==> config.mk <==
export PLATFORM = sky130hd
export DESIGN_NAME = awt_wait_ctrl
export DESIGN_NICKNAME = d
export VERILOG_FILES = /design/src/hw/awt_pkg.sv /design/src/hw/awt_fad_div.sv /design/src/hw/awt_wait_ctrl.sv
export VERILOG_INCLUDE_DIRS = /design/src /design/src/hw
export SDC_FILE = /design/constraint.sdc
export NUM_CORES = 1
export LEC_CHECK = 0
export BUFFER_PORTS_ARGS = -buffer_cell sky130_fd_sc_hd__buf_4
export CORE_UTILIZATION = 25
export DETAILED_ROUTE_END_ITERATION = 7
export GPL_TIMING_DRIVEN = 0
export PLACE_DENSITY = 0.4
export SYNTH_ARGS = -nofsm -noshare
export SYNTH_HDL_FRONTEND = slang
export SYNTH_HIERARCHICAL = 1
export SYNTH_SLANG_ARGS = --single-unit
==> constraint.sdc <==
create_clock -name mclk -period 7.64 [get_ports mclk]
set_clock_uncertainty 0.2 [all_clocks]
set_input_delay 0 -clock mclk [delete_from_list [all_inputs] [get_ports mclk]]
set_output_delay 0 -clock mclk [all_outputs]
set_load 0.05 [all_outputs]
==> src/hw/awt_params.svh <==
// Constants for the wait-mode conversion timing controller.
// Assumes an 8-bit register port and a 10 MHz mclk.
`ifndef AWT_PARAMS_SVH
`define AWT_PARAMS_SVH

// Register offsets
`define AWT_ADDR_MODE0 2'h0
`define AWT_ADDR_MODE1 2'h1
`define AWT_ADDR_STATUS 2'h2

// Mode register 0 fields
`define AWT_M0_CLK_SEL_BIT0 0
`define AWT_M0_CLK_SEL_BIT1 1
`define AWT_M0_CLK_SEL_BIT2 2
`define AWT_M0_VOLT_BIT0 3
`define AWT_M0_VOLT_BIT1 4
`define AWT_M0_CMP_EN 5
`define AWT_M0_START 6

// Mode register 1 fields
`define AWT_M1_LOW_SPEED 0
`define AWT_M1_HW_TRIG 1
`define AWT_M1_SEQUENTIAL 2
`define AWT_M1_SCAN 3

// Reset values
`define AWT_MODE0_RST 8'h00
`define AWT_MODE1_RST 8'h00

// Voltage mode and clock select encodings
`define AWT_VOLT_LOW1 2'h2
`define AWT_SEL_DIV32 3'h0
`define AWT_SEL_DIV16 3'h1

// Conversion clock dividers, minus one for the counter
`define AWT_DIV32_LAST 5'h1F
`define AWT_DIV16_LAST 5'h0F

// Phase lengths in conversion-clock cycles
`define AWT_START_FAD 7'h01
`define AWT_STAB_FAD 7'h04
`define AWT_CONV_FAD 7'h50
`define AWT_IRQD_FAD 7'h04
`define AWT_SEQ_SHORTEN 7'h03

// Settling after stop before the mode bits may change
`define AWT_CLK_PERIOD_NS 100
`define AWT_STOP_SETTLE_NS 200
`define AWT_STOP_SETTLE_CYC ((`AWT_STOP_SETTLE_NS + `AWT_CLK_PERIOD_NS - 1) / `AWT_CLK_PERIOD_NS)

`endif

==> src/hw/awt_pkg.sv <==
// Types for the wait-mode conversion timing controller.
// Assumes nothing beyond the params header.
package awt_pkg;

  // Sequencer phases
  typedef enum logic [2:0] {
    AWT_IDLE,
    AWT_START,
    AWT_STAB,
    AWT_CONV,
    AWT_IRQD
  } awt_state_t;

endpackage : awt_pkg

==> src/hw/awt_fad_div.sv <==
// Conversion clock divider: one-cycle tick every 16 or 32 mclk.
// Assumes restart is asserted when a sequence begins.
`timescale 1ns/100ps
`default_nettype none
`include "awt_params.svh"

module awt_fad_div
  import awt_pkg::*;
(
  // Clock and reset
  input wire logic mclk,
  input wire logic srst,
  // Control
  input wire logic restart,
  input wire logic div16,
  // Conversion clock tick
  output logic tick
);

  logic [4:0] cnt;
  wire [4:0] last = div16 ? `AWT_DIV16_LAST : `AWT_DIV32_LAST;
  wire wrap = (cnt == last);

  // Count mclk cycles, tick on wrap
  always_ff @(posedge mclk)
  begin
    if (srst || restart)
    begin
      cnt <= 5'h00;
      tick <= 1'b0;
    end
    else
    begin
      cnt <= wrap ? 5'h00 : cnt + 5'h01;
      tick <= wrap;
    end
  end

endmodule : awt_fad_div
`default_nettype wire

==> src/hw/awt_wait_ctrl.sv <==
// Wait-mode conversion timing controller: mode registers, divider choice,
// start/stabilize/convert/interrupt-delay sequencing.
// Assumes a single-cycle register port and a one-cycle hardware trigger pulse.
`timescale 1ns/100ps
`default_nettype none
`include "awt_params.svh"

module awt_wait_ctrl
  import awt_pkg::*;
(
  // Clock and reset
  input wire logic mclk,
  input wire logic srst,
  // Register port
  input wire logic [1:0] addr,
  input wire logic [7:0] wdata,
  input wire logic wr,
  input wire logic rd,
  output logic [7:0] rdata,
  // Hardware trigger
  input wire logic hw_trigger,
  // Converter control
  output logic supply_on,
  output logic sampling,
  output logic [1:0] scan_pos,
  output logic conv_end_irq
);

  awt_state_t state;
  awt_state_t next_state;
  logic [7:0] mode0;
  logic [7:0] mode1;
  logic [6:0] fad_cnt;
  logic first_conv;
  logic run_hw;
  logic [1:0] settle_cnt;
  logic restart;
  logic tick;

  // Register decode
  wire wr_mode0 = wr && (addr == `AWT_ADDR_MODE0);
  wire wr_mode1 = wr && (addr == `AWT_ADDR_MODE1);
  wire start_bit = mode0[`AWT_M0_START];
  wire cmp_en = mode0[`AWT_M0_CMP_EN];
  wire hw_mode = mode1[`AWT_M1_HW_TRIG];
  wire seq_mode = mode1[`AWT_M1_SEQUENTIAL];
  wire scan_mode = mode1[`AWT_M1_SCAN];
  wire [2:0] clk_sel = {mode0[`AWT_M0_CLK_SEL_BIT2], mode0[`AWT_M0_CLK_SEL_BIT1], mode0[`AWT_M0_CLK_SEL_BIT0]};
  wire [1:0] volt_mode = {mode0[`AWT_M0_VOLT_BIT1], mode0[`AWT_M0_VOLT_BIT0]};
  wire low_speed = mode1[`AWT_M1_LOW_SPEED];

  // Divider choice; other settings fall back to divide by 32
  wire div16 = !low_speed && (volt_mode == `AWT_VOLT_LOW1) && (clk_sel == `AWT_SEL_DIV16);

  // Start events
  wire sw_start = wr_mode0 && wdata[`AWT_M0_START] && !start_bit && !hw_mode;
  wire hw_start = hw_trigger && hw_mode && start_bit && cmp_en;
  wire begin_run = (state == AWT_IDLE) && (sw_start || hw_start);
  wire stopped = !start_bit || !cmp_en;
  wire busy = (state != AWT_IDLE);
  // Stop while running, unless the same write restarts it
  wire abort = busy && stopped && !(wr_mode0 && wdata[`AWT_M0_START] && wdata[`AWT_M0_CMP_EN]);

  // Phase length and end of phase
  wire [6:0] irqd_len = seq_mode ? (`AWT_IRQD_FAD - `AWT_SEQ_SHORTEN) : `AWT_IRQD_FAD;
  wire [6:0] phase_len = (state == AWT_START) ? `AWT_START_FAD :
                         (state == AWT_STAB) ? `AWT_STAB_FAD :
                         (state == AWT_CONV) ? `AWT_CONV_FAD : irqd_len;
  wire phase_done = tick && (fad_cnt == phase_len - 7'h01);

  // Repeat decision and the skip for hardware-triggered repeats
  wire more = seq_mode || (scan_mode && (scan_pos != 2'h3));
  wire skip_stab = run_hw && (seq_mode || scan_mode);

  // Sequencer next state
  always_comb
  begin
    next_state = state;
    case (state)
      AWT_IDLE:
        if (sw_start)
          next_state = AWT_START;
        else if (hw_start)
          next_state = AWT_START;
      AWT_START:
        if (phase_done)
          next_state = AWT_STAB;
      AWT_STAB:
        if (phase_done)
          next_state = AWT_CONV;
      AWT_CONV:
        if (phase_done)
          next_state = AWT_IRQD;
      AWT_IRQD:
        if (phase_done)
        begin
          if (!more)
            next_state = AWT_IDLE;
          else if (skip_stab)
            next_state = AWT_CONV;
          else
            next_state = AWT_STAB;
        end
      default:
        next_state = AWT_IDLE;
    endcase
  end

  // Divider restarts at the start event so timing counts from it
  assign restart = begin_run;

  awt_fad_div u_div (
    .mclk(mclk),
    .srst(srst),
    .restart(restart),
    .div16(div16),
    .tick(tick)
  );

  // Mode registers; start bit cleared when a one-shot or scan run ends outside hardware-trigger mode
  always_ff @(posedge mclk)
  begin
    if (srst)
    begin
      mode0 <= `AWT_MODE0_RST;
      mode1 <= `AWT_MODE1_RST;
    end
    else
    begin
      if (wr_mode0)
        mode0 <= wdata;
      else if (!hw_mode && (state == AWT_IRQD) && phase_done && !more)
        mode0[`AWT_M0_START] <= 1'b0;
      if (wr_mode1)
        mode1 <= wdata;
    end
  end

  // Sequencer state, abort on stop
  always_ff @(posedge mclk)
  begin
    if (srst)
      state <= AWT_IDLE;
    else if (abort)
      state <= AWT_IDLE;
    else
      state <= next_state;
  end

  // Conversion-clock cycle count inside a phase
  always_ff @(posedge mclk)
  begin
    if (srst || begin_run || phase_done)
      fad_cnt <= 7'h00;
    else if (tick)
      fad_cnt <= fad_cnt + 7'h01;
  end

  // Run bookkeeping: first conversion, trigger source, scan position
  always_ff @(posedge mclk)
  begin
    if (srst)
    begin
      first_conv <= 1'b0;
      run_hw <= 1'b0;
      scan_pos <= 2'h0;
    end
    else if (begin_run)
    begin
      first_conv <= 1'b1;
      run_hw <= hw_start;
      scan_pos <= 2'h0;
    end
    else if ((state == AWT_IRQD) && phase_done)
    begin
      first_conv <= 1'b0;
      scan_pos <= scan_mode ? scan_pos + 2'h1 : 2'h0;
    end
  end

  // Settling count after a stop before mode bits are safe to change
  always_ff @(posedge mclk)
  begin
    if (srst)
      settle_cnt <= 2'h0;
    else if (!stopped || busy)
      settle_cnt <= 2'(`AWT_STOP_SETTLE_CYC);
    else if (settle_cnt != 2'h0)
      settle_cnt <= settle_cnt - 2'h1;
  end

  // Converter outputs and the end-of-conversion pulse
  always_ff @(posedge mclk)
  begin
    if (srst)
    begin
      supply_on <= 1'b0;
      sampling <= 1'b0;
      conv_end_irq <= 1'b0;
    end
    else
    begin
      // An abort drops the supply and sampling together with the state
      supply_on <= !abort && ((next_state == AWT_STAB) || (next_state == AWT_CONV));
      sampling <= !abort && (next_state == AWT_CONV);
      conv_end_irq <= (state == AWT_IRQD) && phase_done;
    end
  end

  // Status word; config_safe tells software the mode bits may change
  wire config_safe = stopped && !busy && (settle_cnt == 2'h0);
  wire [7:0] status = {3'h0, first_conv, scan_pos, config_safe, busy};
  wire [7:0] rd_mux = (addr == `AWT_ADDR_MODE0) ? mode0 :
                      (addr == `AWT_ADDR_MODE1) ? mode1 :
                      (addr == `AWT_ADDR_STATUS) ? status : 8'h00;

  // Read data one cycle after the strobe, zero otherwise
  always_ff @(posedge mclk)
  begin
    if (srst)
      rdata <= 8'h00;
    else
      rdata <= rd ? rd_mux : 8'h00;
  end

endmodule : awt_wait_ctrl
`default_nettype wire

==> results.json <==
{
  "cp_cell_sequence": "nor2b_1 > o21ai_0 > ha_1 > xor2_1 > nor4b_4 > o21ai_2 > or4_1 > a21oi_1",
  "fp.dieH_um": 96.4,
  "tightest_slew_ns": 0.702,
  "die-area_um2": 9290,
  "die_w_um": 96.4,
  "firstDrtPassIters": 4,
  "yosys-top-cells-count": "dfxtp_1, nor2_1, nand2_1",
  "layout-drive-gt1-share_pct": 16.8,
  "setup_slack_ns": 4.79,
  "ir_drop_mv": 0.0635,
  "pwr_density_cell_nw_per_um2": 166,
  "leakage_nw": 1.08,
  "wire_per_inst_um": 13.1,
  "combPwrFrac_pct": 10.3,
  "routabilityCongestion": 0.800,
  "rsz0062_at_grt": "false",
  "critPathMaxFanout": 7,
  "p_int_w": 0.000344,
  "start_kind": "flip-flop",
  "ys_ff_latch": 49,
  "hp-class": "primary input to flip-flop",
  "worstPathRequired_ns": 7.67,
  "htreeDepth": 2,
  "netlist-cell-type-count": 51,
  "hold_ws_ns": 0.0468,
  "cts_sinks": 49,
  "ys_seq_area_share_pct": 44.0,
  "ioPinCount": 28,
  "grt.total_usage_pct": 12.6,
  "finalSetupTns_ns": 0,
  "slowest_stage": "or4_1",
  "postCtsSetupBuffers": 0,
  "finalCritPeriodShare_pct": 37.2,
  "hold_viol": 0,
  "pre_cts_ws_ns": 4.77,
  "vias": 1843,
  "pwr-share-clk_pct": 31.8,
  "switching_share_pct": 25.1,
  "crit_path_max_incr_delay_ns": 0.48,
  "hpwlAfterDp_um": 3850,
  "start_util_pct": 25.7,
  "cts-root-buf": "clkbuf_8",
  "ant_nets": 0,
  "worstSetupPathType": "flip-flop to flip-flop",
  "netlist_instances": 246,
  "grt_pass1_wl_um": 8670,
  "cts_tree": "built",
  "synth_top_area_share_pct": 44.0,
  "sequentialPowerShare_pct": 57.8,
  "final_max_slew_viol_count": 0,
  "outcome": "completed",
  "clk_pin_slew_ns": 0.08,
  "synth_area_leader_cell": "dfxtp_1",
  "antenna_found_initial": 0,
  "ctsLongestPathBuffers": 2,
  "synth_ff_type": "dfxtp_1",
  "syn_nets": 265,
  "drcViolationCount": 0,
  "setup_viol": 0,
  "diodes": 0,
  "yosys_warnings": 6,
  "syn_avg_cell_area_um2": 9.05,
  "port_buffers": 27,
  "fmax_mhz": 351,
  "clk_latency_ns": 0.30,
  "synth.area.top_cells": "dfxtp_1, mux2i_1, nor2_1",
  "std_cell_rows": 34,
  "final_nets": 312,
  "cts_buffers": 5,
  "drtIter0Drc": 52,
  "power.total_w": 0.000458,
  "max_slew_margin_pct": 53.2,
  "p_sw_w": 0.000115,
  "synth_most_common_cell": "dfxtp_1",
  "grt_pass1_vias": 1700,
  "synth_edf_count": 0,
  "postLayoutCoreUtil_pct": 31.9,
  "finalCriticalPeriod_ns": 2.85,
  "drv_cap": 0,
  "routed_wl_um": 5250,
  "area_growth_syn_to_layout_pct": 24.3,
  "overflow": 0,
  "drt-vias-per-instance": 4.61,
  "synthArstFlopShare_pct": 0,
  "syn-cell-area_um2": 2230,
  "cp.arrival_ns": 2.88,
  "core_area_um2": 8680,
  "setup.worst_path.end_class": "flip-flop",
  "grt_max_degree": 14
}
==> state kept, by name, indices dropped and copies added, names as in the netlist <==
signal	count
mode0	8
mode1	8
rdata	8
fad_cnt	7
u_div/cnt	5
state	3
scan_pos	2
settle_cnt	2
conv_end_irq	1
first_conv	1
run_hw	1
sampling	1
supply_on	1
u_div/tick	1
==> through the flow <==
step / cell area, um2 / instances
6_report: 2770 / 400
5_1_grt: 2770 / 400
3_3_place_gp: 2560 / 381
4_1_cts: 2770 / 400
3_5_place_dp: 2560 / 381
2_1_floorplan: 2230 / 246
==> critical path, delay by kind of cell (launching register included) <==
kind / cells / cell delay [ns]
AOI/OAI and AO/OA: 3 / 0.45
xor gates and xnor gates: 1 / 0.18
adders and majority gates: 1 / 0.26
DFF: 1 / 0.46
and+or+nand+nor: 3 / 1.23
==> cells by family after synthesis <==
kind of cell | after synthesis | synth area share, %
fa+ha+maj | 4 | 2.25
xor+xnor | 14 | 5.51
flops | 49 | 44.0
simple gates | 100 | 23.4
mux | 16 | 7.19
buf+inv | 16 | 2.92
compound gates | 47 | 14.7
==> layer usage <==
| metal | up-vias | wire [um] | track usage [%] |
|---|---|---|---|
| li1 | 954 | - | - |
| met1 | 852 | 2730 | 17.6 |
| met2 | 29 | 2240 | 18.9 |
| met3 | 8 | 176 | 2.82 |
| met4 | 0 | 99 | 4.78 |
| met5 | - | 0 | 0 |
==> worst paths after layout <==
kind,cells past startpoint,slack [ns],to,from
max,8,4.79,scan_pos[0]$_SDFFE_PP0P_,state[1]$_SDFF_PP0_
min,5,0.05,state[0]$_SDFF_PP0_,addr[1]
max reg2reg,8,4.79,scan_pos[0]$_SDFFE_PP0P_,state[1]$_SDFF_PP0_
min reg2reg,2,0.26,mode0[7]$_SDFFE_PP0P_,mode0[7]$_SDFFE_PP0P_
==> power groups by stage <==
stage | clock [W] | sequential, W | combinational (W)
after CTS | 0.000154 | 0.000265 | 0.0000483
after global routing | 0.000165 | 0.000266 | 0.0000528
after global placement | 0 | 0.000271 | 0.0000431
after detailed placement | 0 | 0.000271 | 0.0000429
after floorplan | 0 | 0.000271 | 0.0000261
final | 0.000146 | 0.000265 | 0.0000473
==> layout make-up <==
class                           count  area [um2]
Buffer                              9        38.8
Clock buffer                        5        68.8
Clock inverter                      1        5.00
Fill cell                         970        5910
Inverter                            7        26.3
Multi-Input combinational cell    181        1180
Sequential cell                    49         981
Tap cell                          108         135
Timing Repair Buffer               40         333
==> cell usage in the layout (no fill, tap or decap), drive strengths merged, types with 5 or more instances in the layout <==
cell type,synthesis,final
a21oi,20,20
buf,2,29
clkbuf,7,12
dfxtp,49,49
dlygate4sd3,0,13
inv,7,7
mux2i,16,16
nand2,21,21
nor2,37,37
nor3,7,7
o21ai,8,8
xnor2,5,5
xor2,9,9
==> what timing repair did <==
item / 4_1_cts / 5_1_grt
resized for setup: 0 / 0
hold endpoints to repair: 35 / 0
hold buffers: 13 / 0
endpoints found under the setup margin: 0 / 0
(Power assumes the default switching activity.)
